### src/pkg/rtc_pkg.sv
// constants, types and helpers shared by the event output and rate trim logic
// assumes one 25 MHz clock; everything slower is an enable pulse
package rtc_pkg;
   localparam int CLK_HZ = 25000000;
   localparam int XTAL_HZ = 32768;
   localparam int EDGE_WIN_US = 7810;
   localparam int EDGE_WIN_CYC = EDGE_WIN_US * (CLK_HZ / 1000000);
   localparam int STAGE_HZ = 16384;
   localparam int HALF_SEC_TICKS = STAGE_HZ / 2;
   localparam int DIV_W = 14;
   localparam logic [5:0] TRIM_LAST_SHORT = 6'h13;
   localparam logic [5:0] TRIM_LAST_LONG = 6'h3B;
   localparam logic [5:0] SEC_LAST = 6'h3B;
   localparam logic [5:0] SEC_HALF = 6'h1E;
   // register offsets
   localparam logic [3:0] ADDR_STATUS1 = 4'h0;
   localparam logic [3:0] ADDR_STATUS2 = 4'h1;
   localparam logic [3:0] ADDR_ALARM1 = 4'h2;
   localparam logic [3:0] ADDR_ALARM2 = 4'h3;
   localparam logic [3:0] ADDR_TRIM = 4'h4;
   // field positions
   localparam int S1_PON_BIT = 0;
   localparam int S1_INIT_BIT = 1;
   localparam int S1_PIN_BIT = 7;
   localparam int S2_A1_BIT = 0;
   localparam int S2_ME_BIT = 1;
   localparam int S2_FE_BIT = 2;
   localparam int S2_XT_BIT = 3;
   localparam int S2_A2_BIT = 4;
   localparam int TRIM_MODE_BIT = 0;
   // reset values: frequency mode at 1 Hz after power-up
   localparam logic [7:0] STATUS2_RST = 8'h04;
   localparam logic [7:0] ALARM1_RST = 8'h01;
   localparam logic [7:0] ALARM2_RST = 8'h00;
   localparam logic [7:0] TRIM_RST = 8'h00;
   localparam logic [7:0] INIT_VAL = 8'h00;

   typedef enum logic [2:0] {
      MODE_OFF, MODE_ALARM1, MODE_FREQ, MODE_EDGE, MODE_PERIOD1, MODE_PERIOD2, MODE_XTAL
   } out_mode_t;

   // signed 7-bit trim value, its lsb held in code bit 7
   function automatic logic [6:0] trim_value(input logic [7:0] code);
      logic [6:0] v;
      v = '0;
      for (int i = 0; i < 7; i++) begin
         v[i] = code[7 - i];
      end
      return v;
   endfunction
endpackage

### src/pkg/rate_if.sv
// carrier between the event output block and the rate trim divider
// assumes both ends run on the same clock
`timescale 1ns/1ps
interface rate_if;
   logic [7:0] trim_code;
   logic [13:0] div_cnt;
   logic stage_tick;
   logic sec_pulse;
   logic xtal_lvl;
   modport trim (input trim_code, output div_cnt, stage_tick, sec_pulse, xtal_lvl);
   modport ctrl (output trim_code, input div_cnt, stage_tick, sec_pulse, xtal_lvl);
endinterface

### src/design/rate_trim.sv
// crystal rate time base with trimmed 16384 Hz divider stage
// assumes the trim code is stable between writes
`timescale 1ns/1ps
module rate_trim import rtc_pkg::*; #(
   parameter int CLK_RATE = CLK_HZ,
   parameter int XTAL_RATE = XTAL_HZ
) (
   input wire logic i_clk,
   input wire logic i_reset_n,
   rate_if.trim rif
);
   localparam logic [25:0] STEP = 26'(2 * XTAL_RATE);
   localparam logic [25:0] MODV = 26'(CLK_RATE);

   logic [25:0] acc_q;
   logic [1:0] quarter_q;
   logic [5:0] win_q;
   logic [6:0] pend_q;
   logic sub_q;

   // half-period ticks of the crystal rate by phase accumulation
   wire logic [25:0] acc_sum = acc_q + STEP;
   wire logic half_tick = acc_sum >= MODV;
   wire logic stage_tick = half_tick & (quarter_q == 2'b11);
   wire logic [6:0] tval = trim_value(rif.trim_code);
   wire logic neg = tval[6];
   wire logic [6:0] mag = neg ? 7'(-tval) : tval;
   wire logic [5:0] win_last = rif.trim_code[TRIM_MODE_BIT] ? TRIM_LAST_LONG : TRIM_LAST_SHORT;
   wire logic win_wrap = rif.sec_pulse & (win_q >= win_last);
   // a pending pulse is dropped (step 0) or doubled (step 2) at this stage
   wire logic [1:0] inc = (pend_q != 7'h00) ? (sub_q ? 2'h0 : 2'h2) : 2'h1;
   wire logic [14:0] div_sum = {1'b0, rif.div_cnt} + {13'h0000, inc};

   always_ff @(posedge i_clk or negedge i_reset_n) begin
      if (!i_reset_n) begin
         acc_q <= 26'h0000000;
         quarter_q <= 2'h0;
         rif.xtal_lvl <= 1'b0;
      end else begin
         acc_q <= half_tick ? 26'(acc_sum - MODV) : acc_sum;
         if (half_tick) begin
            quarter_q <= quarter_q + 2'h1;
            rif.xtal_lvl <= ~rif.xtal_lvl;
         end
      end
   end

   always_ff @(posedge i_clk or negedge i_reset_n) begin
      if (!i_reset_n) begin
         rif.div_cnt <= 14'h0000;
         rif.sec_pulse <= 1'b0;
         rif.stage_tick <= 1'b0;
         pend_q <= 7'h00;
         sub_q <= 1'b0;
         win_q <= 6'h00;
      end else begin
         rif.stage_tick <= stage_tick;
         rif.sec_pulse <= stage_tick & div_sum[14];
         if (stage_tick) begin
            rif.div_cnt <= div_sum[13:0];
            if (pend_q != 7'h00) begin
               pend_q <= pend_q - 7'h01;
            end
         end
         if (rif.sec_pulse) begin
            win_q <= win_wrap ? 6'h00 : win_q + 6'h01;
         end
         if (win_wrap) begin
            pend_q <= mag;
            sub_q <= neg;
         end
      end
   end
endmodule // rate_trim

### src/design/rtc_event_out.sv
// event output pin logic, output modes and register port of the clock
// assumes alarm match and data read/write strobes come from logic on i_clk
//
// Decided for this implementation: the address-and-strobe port and the placing of the registers.
`timescale 1ns/1ps
module rtc_event_out import rtc_pkg::*; #(
   parameter int CLK_RATE = CLK_HZ,
   parameter int XTAL_RATE = XTAL_HZ,
   parameter int EDGE_WIN_CYCLES = EDGE_WIN_CYC
) (
   input wire logic i_clk,
   input wire logic i_reset_n,
   input wire logic [3:0] i_addr,
   input wire logic [7:0] i_wdata,
   input wire logic i_wr,
   input wire logic i_rd,
   output logic [7:0] o_rdata,
   input wire logic i_alarm1_match,
   input wire logic i_alarm2_match,
   input wire logic i_rtd_read,
   input wire logic i_rtd_write,
   input wire logic [5:0] i_rtd_sec,
   output logic o_minute_carry,
   output logic o_event_n
);
   rate_if rif();

   logic pon_q;
   logic [7:0] st2_q;
   logic [7:0] alarm1_q;
   logic [7:0] alarm2_q;
   logic [7:0] trim_q;
   logic [5:0] sec_q;
   logic carry_pend_q;
   logic [13:0] hold_q;
   logic [17:0] win_cnt_q;
   logic a1_prev_q;
   logic a2_prev_q;
   logic a1_low_q;
   logic a2_low_q;
   logic edge_lat_q;
   logic p1_seen_q;
   logic p2_seen_q;

   rate_trim #(
      .CLK_RATE(CLK_RATE),
      .XTAL_RATE(XTAL_RATE)
   ) u_trim (
      .i_clk(i_clk),
      .i_reset_n(i_reset_n),
      .rif(rif.trim)
   );

   assign rif.trim_code = trim_q;

   // register port decode
   wire logic wr_s1 = i_wr & (i_addr == ADDR_STATUS1);
   wire logic init = wr_s1 & i_wdata[S1_INIT_BIT];
   wire logic wr_s2 = i_wr & (i_addr == ADDR_STATUS2);
   wire logic wr_a1 = i_wr & (i_addr == ADDR_ALARM1);
   wire logic wr_a2 = i_wr & (i_addr == ADDR_ALARM2);
   wire logic wr_tr = i_wr & (i_addr == ADDR_TRIM);
   wire logic [7:0] s1_view = {o_event_n, 6'h00, pon_q};
   wire logic [7:0] rd_mux = (i_addr == ADDR_STATUS1) ? s1_view :
                             (i_addr == ADDR_STATUS2) ? st2_q :
                             (i_addr == ADDR_ALARM1) ? alarm1_q :
                             (i_addr == ADDR_ALARM2) ? alarm2_q :
                             (i_addr == ADDR_TRIM) ? trim_q : 8'h00;

   // output mode decode from the enable bits
   wire logic en_a1 = st2_q[S2_A1_BIT];
   wire logic en_me = st2_q[S2_ME_BIT];
   wire logic en_fe = st2_q[S2_FE_BIT];
   wire logic en_xt = st2_q[S2_XT_BIT];
   wire logic en_a2 = st2_q[S2_A2_BIT];
   out_mode_t mode;
   assign mode = en_xt ? MODE_XTAL :
                 (en_me & ~en_fe) ? MODE_EDGE :
                 (en_me & en_fe & ~en_a1) ? MODE_PERIOD1 :
                 (en_me & en_fe & en_a1) ? MODE_PERIOD2 :
                 en_fe ? MODE_FREQ :
                 en_a1 ? MODE_ALARM1 : MODE_OFF;
   wire logic mode_a1 = mode == MODE_ALARM1;
   wire logic mode_freq = mode == MODE_FREQ;
   wire logic mode_edge = mode == MODE_EDGE;
   wire logic mode_p1 = mode == MODE_PERIOD1;
   wire logic mode_p2 = mode == MODE_PERIOD2;
   wire logic mode_xt = mode == MODE_XTAL;

   // seconds count and minute carry, held off for up to 0.5 s while data is being read
   wire logic sec_wrap = rif.sec_pulse & (sec_q >= SEC_LAST);
   wire logic hold_done = hold_q >= 14'(HALF_SEC_TICKS - 1);
   wire logic carry_go = carry_pend_q & (~i_rtd_read | hold_done);
   wire logic carry = o_minute_carry;
   wire logic win_on = win_cnt_q != 18'h00000;
   wire logic [5:0] sec_load = (i_rtd_sec > SEC_LAST) ? 6'h00 : i_rtd_sec;

   // per-source low requests
   wire logic a1_rise = i_alarm1_match & ~a1_prev_q;
   wire logic a2_rise = i_alarm2_match & ~a2_prev_q;
   logic [7:0] waves;
   always_comb begin
      waves = 8'h00;
      for (int k = 0; k < 8; k++) begin
         waves[k] = rif.div_cnt[DIV_W - 1 - k];
      end
   end
   wire logic freq_high = &(waves | ~alarm1_q);
   wire logic freq_low = mode_freq & (|alarm1_q) & ~freq_high;
   wire logic xtal_low = mode_xt & ~rif.xtal_lvl;
   wire logic edge_low = edge_lat_q | (mode_edge & win_on);
   wire logic p1_low = mode_p1 & p1_seen_q & (sec_q < SEC_HALF);
   wire logic p2_low = p2_seen_q & win_on;
   wire logic any_low = a1_low_q | a2_low_q | freq_low | xtal_low | edge_low | p1_low | p2_low;

   // registers written by software
   always_ff @(posedge i_clk or negedge i_reset_n) begin
      if (!i_reset_n) begin
         pon_q <= 1'b1;
         st2_q <= STATUS2_RST;
         alarm1_q <= ALARM1_RST;
         alarm2_q <= ALARM2_RST;
         trim_q <= TRIM_RST;
      end else if (init) begin
         pon_q <= 1'b0;
         st2_q <= INIT_VAL;
         alarm1_q <= INIT_VAL;
         alarm2_q <= INIT_VAL;
         trim_q <= INIT_VAL;
      end else begin
         if (wr_s2) begin
            st2_q <= i_wdata;
         end
         if (wr_a1) begin
            alarm1_q <= i_wdata;
         end
         if (wr_a2) begin
            alarm2_q <= i_wdata;
         end
         if (wr_tr) begin
            trim_q <= i_wdata;
         end
      end
   end

   always_ff @(posedge i_clk or negedge i_reset_n) begin
      if (!i_reset_n) begin
         o_rdata <= 8'h00;
      end else begin
         o_rdata <= i_rd ? rd_mux : 8'h00;
      end
   end

   // seconds, postponed minute carry and the 7.81 ms window
   always_ff @(posedge i_clk or negedge i_reset_n) begin
      if (!i_reset_n) begin
         sec_q <= 6'h00;
         carry_pend_q <= 1'b0;
         hold_q <= 14'h0000;
         o_minute_carry <= 1'b0;
      end else begin
         if (i_rtd_write) begin
            sec_q <= sec_load;
         end else if (rif.sec_pulse) begin
            sec_q <= sec_wrap ? 6'h00 : sec_q + 6'h01;
         end
         o_minute_carry <= carry_go;
         if (sec_wrap) begin
            carry_pend_q <= 1'b1;
         end else if (carry_go) begin
            carry_pend_q <= 1'b0;
         end
         if (!carry_pend_q || carry_go) begin
            hold_q <= 14'h0000;
         end else if (rif.stage_tick && !hold_done) begin
            hold_q <= hold_q + 14'h0001;
         end
      end
   end

   always_ff @(posedge i_clk or negedge i_reset_n) begin
      if (!i_reset_n) begin
         win_cnt_q <= 18'h00000;
      end else if (carry) begin
         win_cnt_q <= 18'(EDGE_WIN_CYCLES);
      end else if (win_on) begin
         win_cnt_q <= win_cnt_q - 18'h00001;
      end
   end

   // alarm latches: a new low needs a match start or a minute carry
   always_ff @(posedge i_clk or negedge i_reset_n) begin
      if (!i_reset_n) begin
         a1_prev_q <= 1'b0;
         a2_prev_q <= 1'b0;
         a1_low_q <= 1'b0;
         a2_low_q <= 1'b0;
      end else begin
         a1_prev_q <= i_alarm1_match;
         a2_prev_q <= i_alarm2_match;
         a1_low_q <= mode_a1 & (a1_low_q | (i_alarm1_match & (a1_rise | carry)));
         a2_low_q <= en_a2 & (a2_low_q | (i_alarm2_match & (a2_rise | carry)));
      end
   end

   // minute modes start only at a carry seen in that mode, except edge mode, also low in a running window, and period1, which keeps a carry until init
   always_ff @(posedge i_clk or negedge i_reset_n) begin
      if (!i_reset_n) begin
         edge_lat_q <= 1'b0;
         p1_seen_q <= 1'b0;
         p2_seen_q <= 1'b0;
      end else begin
         edge_lat_q <= mode_edge & (edge_lat_q | carry);
         if (carry && mode_p1) begin
            p1_seen_q <= 1'b1;
         end else if (init) begin
            p1_seen_q <= 1'b0;
         end
         p2_seen_q <= mode_p2 & (p2_seen_q | carry);
      end
   end

   always_ff @(posedge i_clk or negedge i_reset_n) begin
      if (!i_reset_n) begin
         o_event_n <= 1'b1;
      end else begin
         o_event_n <= ~any_low;
      end
   end
endmodule // rtc_event_out

### config.mk
export PLATFORM = sky130hd
export DESIGN_NAME = rtc_event_out
export DESIGN_NICKNAME = d
export VERILOG_FILES = /design/src/pkg/rtc_pkg.sv /design/src/pkg/rate_if.sv /design/src/design/rate_trim.sv /design/src/design/rtc_event_out.sv
export SDC_FILE = /design/constraint.sdc
export NUM_CORES = 1
export LEC_CHECK = 0
export BUFFER_PORTS_ARGS = -buffer_cell sky130_fd_sc_hd__clkbuf_2
export CORE_MARGIN = 8
export CORE_UTILIZATION = 55
export DETAILED_ROUTE_END_ITERATION = 7
export HOLD_SLACK_MARGIN = 0.06
export PLACE_DENSITY = 0.77
export SETUP_SLACK_MARGIN = 0.3
export SLEW_MARGIN = 10
export SYNTH_ARGS = -nofsm -noshare
export SYNTH_HDL_FRONTEND = slang
export SYNTH_SLANG_ARGS = --single-unit
### constraint.sdc
create_clock -name i_clk -period 3.6 [get_ports i_clk]
set_clock_uncertainty 0.15 [all_clocks]
set_input_delay 0.18 -clock i_clk [delete_from_list [all_inputs] [get_ports i_clk]]
set_output_delay 0.18 -clock i_clk [all_outputs]
set_load 0.01 [all_outputs]
==> results of run 1 <==
[what timing repair did]
action	4_1_cts	5_1_grt
gates resized for setup	0	0
endpoints found under the hold margin	158	0
hold buffers	23	0
[power groups by stage]
stage                     Clock (mW)  Sequential (mW)  Combinational, mW
after floorplan                    0             1.91              0.318
after global placement             0             1.95              0.427
after detailed placement           0             1.96              0.448
after CTS                       1.92             1.94              0.474
after global routing            2.00             1.96              0.537
final                           1.88             1.94              0.471
[flip-flops by register name, summed over array words and instances, names as in the netlist, 2 cells and up]
register            count
alarm2_q                8
u_trim.win_q            6
alarm1_q                8
hold_q                 14
sec_q                   6
o_rdata                 8
u_trim.pend_q           7
u_trim.rif.div_cnt     14
st2_q                   8
u_trim.quarter_q        2
win_cnt_q              18
u_trim.acc_q           20
rif.trim_code           8
[cells in the final DEF, fill, tap and decap left out, types with 5 or more instances in the layout]
master / netlist / final
sky130_fd_sc_hd__dfrtp_1: 138 / 138
sky130_fd_sc_hd__clkbuf_2: 0 / 34
sky130_fd_sc_hd__nand2_1: 75 / 75
sky130_fd_sc_hd__dlygate4sd3_1: 0 / 23
sky130_fd_sc_hd__nor3_1: 15 / 15
sky130_fd_sc_hd__inv_1: 32 / 32
sky130_fd_sc_hd__nor4_1: 6 / 6
sky130_fd_sc_hd__and3_1: 7 / 7
sky130_fd_sc_hd__ha_1: 15 / 15
sky130_fd_sc_hd__nor2b_1: 15 / 15
sky130_fd_sc_hd__a21oi_1: 49 / 49
sky130_fd_sc_hd__nand3_1: 36 / 36
sky130_fd_sc_hd__nand2b_1: 10 / 10
sky130_fd_sc_hd__o22ai_1: 5 / 5
sky130_fd_sc_hd__and2_1: 6 / 6
sky130_fd_sc_hd__nor2_1: 85 / 85
sky130_fd_sc_hd__buf_4: 1 / 5
sky130_fd_sc_hd__xor2_1: 23 / 23
sky130_fd_sc_hd__nand3b_1: 5 / 5
sky130_fd_sc_hd__xnor2_1: 42 / 42
sky130_fd_sc_hd__or3_1: 8 / 8
sky130_fd_sc_hd__o21ai_0: 35 / 35
sky130_fd_sc_hd__clkbuf_16: 0 / 17
sky130_fd_sc_hd__nand4_1: 13 / 13
sky130_fd_sc_hd__mux2_2: 7 / 7
sky130_fd_sc_hd__mux2i_1: 23 / 23
[synthesized netlist by cell type, types with 2 or more instances]
cell	instances	area share
sky130_fd_sc_hd__a31oi_1	2	0.0017
sky130_fd_sc_hd__and4b_1	2	0.0027
sky130_fd_sc_hd__nor3_1	15	0.010
sky130_fd_sc_hd__dfstp_2	4	0.014
sky130_fd_sc_hd__o21bai_1	4	0.0041
sky130_fd_sc_hd__ha_1	15	0.026
sky130_fd_sc_hd__and3_1	7	0.0060
sky130_fd_sc_hd__o21ai_0	35	0.024
sky130_fd_sc_hd__or3_1	8	0.0068
sky130_fd_sc_hd__buf_2	2	0.0014
sky130_fd_sc_hd__nand3_2	2	0.0027
sky130_fd_sc_hd__o22ai_1	5	0.0043
sky130_fd_sc_hd__xnor2_1	42	0.050
sky130_fd_sc_hd__mux2_2	7	0.011
sky130_fd_sc_hd__o211ai_1	4	0.0041
sky130_fd_sc_hd__o31ai_1	3	0.0031
sky130_fd_sc_hd__a21o_1	3	0.0031
sky130_fd_sc_hd__mux2i_1	23	0.031
sky130_fd_sc_hd__a222oi_1	4	0.0055
sky130_fd_sc_hd__nor2_1	85	0.044
sky130_fd_sc_hd__a211oi_1	2	0.0021
sky130_fd_sc_hd__nand3_1	36	0.025
sky130_fd_sc_hd__dfrtp_1	138	0.47
sky130_fd_sc_hd__clkbuf_1	20	0.010
sky130_fd_sc_hd__nand2_2	2	0.0017
sky130_fd_sc_hd__o41ai_1	2	0.0024
sky130_fd_sc_hd__xor2_1	23	0.028
sky130_fd_sc_hd__a21oi_1	49	0.034
sky130_fd_sc_hd__nor3b_1	4	0.0041
sky130_fd_sc_hd__nand3b_1	5	0.0051
sky130_fd_sc_hd__and2_1	6	0.0051
sky130_fd_sc_hd__nand2b_1	10	0.0086
sky130_fd_sc_hd__nor2b_1	15	0.013
sky130_fd_sc_hd__nor4_1	6	0.0051
sky130_fd_sc_hd__inv_1	32	0.016
sky130_fd_sc_hd__a221oi_1	2	0.0024
sky130_fd_sc_hd__nand4_1	13	0.011
sky130_fd_sc_hd__o211a_1	2	0.0027
sky130_fd_sc_hd__nand2_1	75	0.039
sky130_fd_sc_hd__a211o_1	2	0.0024
[kinds of logic (layout without fill, tap and decap cells)]
logic type,Yosys count,count (layout),synth area share
AOI/OAI and AO/OA,134,134,0.117
buffers and inverters,57,128,0.0313
xor gates and xnor gates,66,66,0.0801
DFF,142,142,0.487
adders and majority gates,16,16,0.0284
and+or+nand+nor,307,307,0.215
muxes,30,30,0.0423
[worst min-delay path: cells and delay by family]
family	cells	cell delay [ps]
compound gates	2	220
buf+inv	1	150
simple gates	1	80
[layout make-up]
| type | count | share of cell area |
|---|---|---|
| sequential | 142 | 0.418 |
| clock buffer | 23 | 0.0573 |
| clock inverter | 9 | 0.0182 |
| timing repair buffer | 63 | 0.0527 |
| tap | 176 | 0.0258 |
| multi-input combinational | 553 | 0.414 |
| inverter | 33 | 0.0147 |
[path summary, 6_finish.rpt]
kind                                    endpoint  cells past startpoint                  start  slack (ps)
min                                     sec_q[4]                      4            i_rtd_write         100
max reg2reg                u_trim.rif.div_cnt[5]                     11       u_trim.pend_q[0]         500
max in group asynchronous            alarm1_q[0]                      3              i_reset_n        2090
min reg2reg                u_trim.rif.div_cnt[5]                      1  u_trim.rif.div_cnt[5]         320
min in group asynchronous       u_trim.acc_q[15]                      2              i_reset_n         290
max                        u_trim.rif.div_cnt[5]                     11       u_trim.pend_q[0]         500
[metal layers]
metal,global-route usage,share of wire,vias up,routed length [um]
li1,-,-,2742,-
met1,0.259,0.45,2790,7290
met2,0.301,0.46,190,7440
met3,0.0534,0.063,25,1010
met4,0.0830,0.019,0,304
met5,0,0,-,0
==> summary.md, run 1 <==
| Metric | Value |
|---|---|
| Critical path data required time | `3790 ps` |
| Total nets after synthesis | `794` |
| Library cell contributing the largest single delay on the critical path | `sky130_fd_sc_hd__or3b_2` |
| Syn_area_per_cell | `9.72 sq um` |
| CTS tree | `built` |
| CTS root buffer | `sky130_fd_sc_hd__clkbuf_16` |
| Clock latency reported for the late side of the worst-skew pair | `430 ps` |
| Area growth from synthesis to layout | `16.5%` |
| Async S/R FF share, synth | `1.00` |
| DRT iter0 DRCs | `539` |
| Effective utilization at floorplan | `0.557` |
| Wire length of the first global-routing pass | `28.1 mm` |
| Total Nets Final | `852` |
| Switching power total | `1.08 mW` |
| Largest buffer count on any clock path | `2` |
| Height of the die | `131 um` |
| Total power density per cell area | `504 nW/um^2` |
| Setup Fix Bufs, Post-CTS | `0` |
| Type of element capturing the critical path | `register` |
| Sequential Area | `3560 sq um` |
| Cell area after synthesis | `7310 sq um` |
| Achievable clock frequency | `0.323 GHz` |
| Fraction of power consumed by combinational cells | `0.110` |
| Fin area | `8520 sq um` |
| Clk pin slew, worst setup/hold paths | `60 ps` |
| Relative contribution of sequential cells to total power | `0.452` |
| Leak | `3.80 nW` |
| Part of the total power dissipated in the clock network | `0.438` |
| Die Footprint | `17200 sq um` |
| Count of buffer and inverter cells on the critical path | `1` |
| Max-slew headroom | `0.326` |
| Vias per inst | `5.75` |
| Crit path cell chain | `inv_1, ha_1, or3b_2, or3_1, nor2_1, nor2_1, ha_1, a21o_1, nand3_1, nor2_1, xor2_1` |
| Largest stage delay on the critical path | `480 ps` |
| Final period util | `0.860` |
| Antenna diode count | `0` |
| Post-synthesis cell type count | `76` |
| Worst hold slack | `102 ps` |
| Largest net degree at the start of global routing | `115` |
| Congestion Overflow GR | `0` |
| Dominant delay contributor by cell family on the critical path | `simple AND/OR/NAND/NOR gates` |
| Total wire length after detailed routing | `16.0 mm` |
| Setup TNS | `0 ps` |
| Peak ir drop on the vdd network | `0.000405 V` |
| Class of the worst hold path | `in -> reg` |
| Filler cells | `1020` |
| Post-route core utilization | `0.649` |
| Number of enable-type register cells in the synthesized netlist | `0` |
| # Max-Cap Violations | `0` |
| Combined area of the multi-input logic cells | `3520 sq um` |
| Vias in the first global route | `5854` |
| Clock tree sinks | `142` |
| Final period demand of the worst path | `3100 ps` |
| Number of flip-flops and latches in the synthesized netlist | `142` |
| Sw Ratio | `0.252` |
| Number of buffers inserted during clock tree synthesis | `17` |
| Total instance count after detailed placement | `944` |
| ANT nets after route | `0` |
| Global-route usage over all layers | `0.197` |
| Max Slew Vio Count | `0` |
| CP Class | `reg -> reg` |
| Hold Fails Final Rpt | `0` |
| Setup Slack @ Placement | `536 ps` |
| Area after detailed placement | `7650 sq um` |
| Number of iterations in the first detailed-routing pass | `5` |
| Primary flip-flop cell chosen by synthesis mapping | `sky130_fd_sc_hd__dfrtp_1` |
| Status | `finished clean` |
| Core Box Area | `13100 sq um` |
| CP arrival | `3290 ps` |
| Die span in x | `131 um` |
| Crit path setup slack, layout | `504 ps` |
| Half-perimeter wire length of the detailed placement result | `11.2 mm` |
| Number of rows created at floorplan | `42` |
| Post-layout instance count excluding filler cells | `999` |
| Drc violations | `0` |
| Total of buffers placed on input and output ports | `35` |
| Int Power | `3.21 mW` |
| Synthesis warning total | `0` |
| Crit path top cell by count | `sky130_fd_sc_hd__nor2_1` |
| Number of primary I/O pins | `36` |
| Avg WL per Cell | `16.1 um` |
| Overall power after layout | `4.30 mW` |
| Layout cell share with drive strength beyond 1 | `0.124` |
| Transition at the pin with the smallest max-transition slack | `1010 ps` |
| Startpoint type of the worst setup path | `register` |
| Setup-violating endpoint count in the final report | `0` |
| Unrepaired setup endpoints after global routing | `no` |
| Post-Syn Instances | `752` |
| Total vias in the final route | `5747` |
| H-tree depth reported by CTS | `4` |
| Weighted congestion at the end of routability-driven global placement | `0.927` |
| Initial antenna violation count | `0` |
| Sequential cell area fraction in the yosys report | `0.487` |
| Highest net fanout along the worst path | `4` |
Note: power is estimated with default switching activity, not from simulation.
==> inputs of run 2 (changes only) <==
--- a/config.mk
+++ b/config.mk
@@ -6,6 +6,7 @@
 export NUM_CORES = 1
 export LEC_CHECK = 0
 export BUFFER_PORTS_ARGS = -buffer_cell sky130_fd_sc_hd__clkbuf_2
+export CORE_ASPECT_RATIO = 0.7
 export CORE_MARGIN = 8
 export CORE_UTILIZATION = 55
 export DETAILED_ROUTE_END_ITERATION = 7
==> summary.md, run 2 (synthesis gave the netlist of run 1 again) <==
| Metric | Value |
|---|---|
| Final period util | `0.851` |
| Status | `finished clean` |
| Height of the die | `112 um` |
| Drc violations | `0` |
| Max-slew headroom | `0.536` |
| Sw Ratio | `0.251` |
| Transition at the pin with the smallest max-transition slack | `695 ps` |
| Max Slew Vio Count | `0` |
| Number of buffers inserted during clock tree synthesis | `17` |
| Met3 routed wirelength | `1.07 mm` |
| Avg WL per Cell | `16.8 um` |
| Die span in x | `154 um` |
| Highest net fanout along the worst path | `12` |
| Filler cells | `954` |
| Number of rows created at floorplan | `35` |
| Area growth from synthesis to layout | `17.0%` |
| Combined area of the multi-input logic cells | `3530 sq um` |
| Die Footprint | `17300 sq um` |
| H-tree depth reported by CTS | `4` |
| Total Nets Final | `852` |
| # Max-Cap Violations | `0` |
| Effective utilization at floorplan | `0.560` |
| Total of buffers placed on input and output ports | `35` |
| Most used cells in the layout excluding fill and tap cells | `sky130_fd_sc_hd__dfrtp_1, sky130_fd_sc_hd__nor2_1, sky130_fd_sc_hd__nand2_1, sky130_fd_sc_hd__a21oi_1, sky130_fd_sc_hd__xnor2_1` |
| Type of element capturing the critical path | `register` |
| Clk pin slew, worst setup/hold paths | `60 ps` |
| Unrepaired setup endpoints after global routing | `no` |
| Part of the total power dissipated in the clock network | `0.451` |
| Setup-violating endpoint count in the final report | `0` |
| Antenna diode count | `0` |
| CTS tree | `built` |
| Crit path cell chain | `ha_1, or4b_4, o22ai_4, a32o_2, buf_4, nand2_4, or3_4, xnor2_2` |
| Weighted congestion at the end of routability-driven global placement | `0.900` |
| Achievable clock frequency | `0.326 GHz` |
| Class of the worst hold path | `in -> reg` |
| Top routing layer used | `met4` |
| Critical path data required time | `3750 ps` |
| Layout cell share with drive strength beyond 1 | `0.124` |
| Setup TNS | `0 ps` |
| ANT nets after route | `0` |
| Reg with most FFs | `u_trim.acc_q` |
| Total wire length after detailed routing | `16.6 mm` |
| Wire length of the first global-routing pass | `28.6 mm` |
| Global-route usage over all layers | `0.202` |
| Fraction of power consumed by combinational cells | `0.108` |
| Total power density per cell area | `518 nW/um^2` |
| Largest buffer count on any clock path | `2` |
| Number of primary I/O pins | `36` |
| Startpoint type of the worst setup path | `register` |
| Clock tree sinks | `142` |
| Switching power total | `1.11 mW` |
| Core Box Area | `13100 sq um` |
| Int Power | `3.32 mW` |
| CP Class | `reg -> reg` |
| Final period demand of the worst path | `3060 ps` |
| Half-perimeter wire length of the detailed placement result | `11.0 mm` |
| Met2 layer wire length in the routed design | `7.77 mm` |
| Sequential Area | `3560 sq um` |
| Leak | `3.82 nW` |
| Worst hold slack | `91.8 ps` |
| Vias per inst | `5.91` |
| Vias in the first global route | `5803` |
| Library cell contributing the largest single delay on the critical path | `sky130_fd_sc_hd__or4b_4` |
| Hold Fails Final Rpt | `0` |
| Initial antenna violation count | `0` |
| Number of iterations in the first detailed-routing pass | `6` |
| Largest net degree at the start of global routing | `81` |
| Number of flip-flops in the largest register | `20` |
| Total vias in the final route | `5841` |
| DRT iter0 DRCs | `543` |
| Peak ir drop on the vdd network | `0.000376 V` |
| Congestion Overflow GR | `0` |
| Largest stage delay on the critical path | `580 ps` |
| Detailed-routing wirelength on met1 | `7.58 mm` |
| Regs by FF count | `u_trim.acc_q: 20 flops, win_cnt_q: 18 flops` |
| CP arrival | `3210 ps` |
| Clock latency reported for the late side of the worst-skew pair | `420 ps` |
| Most frequent standard cell in the layout excluding fill and tap cells | `sky130_fd_sc_hd__dfrtp_1` |
| Relative contribution of sequential cells to total power | `0.441` |
| Overall power after layout | `4.43 mW` |
| CTS root buffer | `sky130_fd_sc_hd__clkbuf_16` |
## run 2: worst paths after layout
path | slack (ps) | from | to | cells after the start
setup / recovery | 540 | u_trim.acc_q[16] | u_trim.acc_q[10] | 8
max in group asynchronous | 2270 | i_reset_n | st2_q[2] | 3
hold reg to reg | 320 | u_trim.acc_q[14] | u_trim.acc_q[14] | 1
hold / removal | 90 | i_rtd_write | sec_q[1] | 4
setup reg to reg | 540 | u_trim.acc_q[16] | u_trim.acc_q[10] | 8
min in group asynchronous | 180 | i_reset_n | u_trim.win_q[1] | 2
## run 2: final cells by class
type,instances,share of cell area
inverter,33,0.0146
sequential,142,0.416
tap,166,0.0243
multi-input combinational,553,0.412
clock buffer,21,0.0538
clock inverter,11,0.0247
timing repair buffer,63,0.0543
## run 2: stage by stage
step                      utilization  cells  instance area (sq um)  worst slack, ps
after global routing            0.656    989                   8550              345
after detailed placement        0.585    933                   7640              535
after CTS                       0.655    989                   8550              512
final                           0.656    989                   8550              535
after global placement          0.585    933                   7640              634
after floorplan                     -    752                   7310              879
## run 2: repair_timing
action / 4_1_cts / 5_1_grt
setup endpoints to repair: 0 / 3
buffers inserted: 0 / 0
gates resized for setup: 0 / 1
endpoints found under the hold margin: 107 / 0
hold buffers: 24 / 0
## run 2: per-layer routing
layer  GRT usage  vias up
met5           0        -
li1            -     2746
met3      0.0518       21
met2       0.315      211
met1       0.269     2863
met4      0.0670        0
## run 2: power by group through the flow
stage                     Clock (mW)  Sequential (mW)  Combinational, mW
after floorplan                    0             1.91              0.318
after global placement             0             1.96              0.424
after detailed placement           0             1.97              0.448
after CTS                       2.02             1.95              0.480
after global routing            2.08             1.97              0.548
final                           2.00             1.95              0.479
## run 2: critical path, delay by kind of cell (launching register included)
family	cells	cell delay (ps)
AND/OR/NAND/NOR	3	970
AO/OA/AOI/OAI	2	630
flip-flops	1	450
adder cells (fa/ha/maj)	1	360
buffers and inverters	1	250
XOR/XNOR	1	130
==> inputs of run 3 (changes only) <==
--- a/config.mk
+++ b/config.mk
@@ -7,7 +7,7 @@
 export LEC_CHECK = 0
 export BUFFER_PORTS_ARGS = -buffer_cell sky130_fd_sc_hd__clkbuf_2
 export CORE_ASPECT_RATIO = 0.7
-export CORE_MARGIN = 8
+export CORE_MARGIN = 2
 export CORE_UTILIZATION = 55
 export DETAILED_ROUTE_END_ITERATION = 7
 export HOLD_SLACK_MARGIN = 0.06
==> summary.md, run 3 (synthesis gave the netlist of run 1 again) <==
| Metric | Value |
|---|---|
| Core Box Area | `13100 sq um` |
| Class of the worst hold path | `in -> reg` |
| CP Class | `reg -> reg` |
| CTS root buffer | `sky130_fd_sc_hd__clkbuf_16` |
| Highest net fanout along the worst path | `19` |
| Final period util | `0.853` |
| H-tree depth reported by CTS | `4` |
| Avg WL per Cell | `16.8 um` |
| Setup Fix Bufs, Post-CTS | `0` |
| Most frequent standard cell in the layout excluding fill and tap cells | `sky130_fd_sc_hd__dfrtp_1` |
| Clk pin slew, worst setup/hold paths | `60 ps` |
| Status | `finished clean` |
| Reg with most FFs | `u_trim.acc_q` |
| Largest net degree at the start of global routing | `111` |
| Total of buffers placed on input and output ports | `35` |
| Largest stage delay on the critical path | `580 ps` |
| Total wire length after detailed routing | `16.6 mm` |
| Weighted congestion at the end of routability-driven global placement | `0.922` |
| Critical path data required time | `3770 ps` |
| Post-route core utilization | `0.655` |
| Number of flip-flops in the largest register | `20` |
| Area growth from synthesis to layout | `16.9%` |
| # Max-Cap Violations | `0` |
| CP arrival | `3230 ps` |
| Effective utilization at floorplan | `0.560` |
| Global-route usage over all layers | `0.244` |
| Library cell contributing the largest single delay on the critical path | `sky130_fd_sc_hd__or4b_4` |
| Vias per inst | `5.90` |
| Final period demand of the worst path | `3070 ps` |
| Die span in x | `142 um` |
| Setup TNS | `0 ps` |
| Leak | `3.81 nW` |
| Half-perimeter wire length of the detailed placement result | `10.9 mm` |
| Total vias in the final route | `5837` |
| Most used cells in the layout excluding fill and tap cells | `sky130_fd_sc_hd__dfrtp_1, sky130_fd_sc_hd__nor2_1, sky130_fd_sc_hd__nand2_1, sky130_fd_sc_hd__a21oi_1, sky130_fd_sc_hd__xnor2_1` |
| Hold Fails Final Rpt | `0` |
| Total power density per cell area | `515 nW/um^2` |
| Antenna diode count | `0` |
| Peak ir drop on the vdd network | `0.000372 V` |
| Congestion Overflow GR | `0` |
| Layout cell share with drive strength beyond 1 | `0.128` |
| Regs by FF count | `u_trim.acc_q: 20 flops, win_cnt_q: 18 flops` |
| Number of rows created at floorplan | `35` |
| Number of primary I/O pins | `36` |
| Clock tree sinks | `142` |
| Unrepaired setup endpoints after global routing | `no` |
| Height of the die | `100 um` |
| Number of iterations in the first detailed-routing pass | `7` |
| Startpoint type of the worst setup path | `register` |
| Max Slew Vio Count | `0` |
| ANT nets after route | `0` |
| Type of element capturing the critical path | `register` |
| Largest buffer count on any clock path | `2` |
| Filler cells | `991` |
| Crit path cell chain | `ha_1, or4b_4, o22ai_4, a32o_4, nand3b_4, or4b_1, o211ai_1` |
| Clock latency reported for the late side of the worst-skew pair | `420 ps` |
| Achievable clock frequency | `0.326 GHz` |
| Drc violations | `0` |
| Initial antenna violation count | `0` |
| Wire length of the first global-routing pass | `27.8 mm` |
| Number of buffers inserted during clock tree synthesis | `17` |
| Setup-violating endpoint count in the final report | `0` |
| Vias in the first global route | `5752` |
| DRT iter0 DRCs | `564` |
| Worst hold slack | `84.2 ps` |
| CTS tree | `built` |
| Max-slew headroom | `0.332` |
| Die Footprint | `14200 sq um` |
| Transition at the pin with the smallest max-transition slack | `1000 ps` |
| Total Nets Final | `852` |
-- run 3: cell count changes in the layout (fill, tap and decap cells not counted), sizes merged --
cell,change
inv,+4
clkinv,-1
clkinvlp,+1
buf,+1
dlygate4sd3,-1
clkbuf,-3
bufinv,-1
-- run 3: power by group --
part           internal, mW  total [mW]  switching, mW
registers              1.76        1.95          0.187
logic                 0.216       0.472          0.256
clock network          1.26        1.98          0.711
total                  3.24        4.40           1.15
-- run 3: cell type report --
cell class	instances	area, sq um	share of cell area
sequential	142	3560	0.416
inverter	33	125	0.0146
multi-input combinational	553	3540	0.414
timing repair buffer	63	449	0.0525
clock buffer	18	439	0.0514
clock inverter	14	231	0.0271
tap	166	208	0.0243
-- run 3: final timing paths --
path,cells past startpoint,to,slack (ps),from
min in group asynchronous,2,u_trim.win_q[2],300,i_reset_n
max,7,u_trim.pend_q[4],530,u_trim.acc_q[16]
min reg2reg,1,u_trim.rif.div_cnt[5],330,u_trim.rif.div_cnt[5]
max in group asynchronous,3,pon_q,2040,i_reset_n
max reg2reg,7,u_trim.pend_q[4],530,u_trim.acc_q[16]
min,4,sec_q[4],80,i_rtd_write
-- run 3: through the flow --
stage	total power [mW]	area [sq um]	setup slack [ps]	instances
2_1_floorplan	2.23	7310	879	752
6_report	4.40	8550	531	989
3_5_place_dp	2.41	7630	472	934
5_1_grt	4.57	8550	389	989
4_1_cts	4.42	8540	438	989
3_3_place_gp	2.38	7630	597	934
-- run 3: metal layers --
metal | global-route usage | wire length (um) | part of all wire
met5 | 0 | 0 | 0
met4 | 0.0846 | 304 | 0.018
met3 | 0.0456 | 1010 | 0.061
met2 | 0.378 | 7620 | 0.46
met1 | 0.351 | 7640 | 0.46
-- run 3: timing repair --
item,4_1_cts,5_1_grt
gates resized for setup,0,2
endpoints found under the setup margin,0,4
hold buffers,23,0
endpoints found under the hold margin,151,0
-- run 3: worst max-delay path: cells and delay by family (launching register included) --
kind | cells | cell delay, ps
and+or+nand+nor | 3 | 1210
adders and majority gates | 1 | 360
DFF | 1 | 450
AOI/OAI and AO/OA | 3 | 790
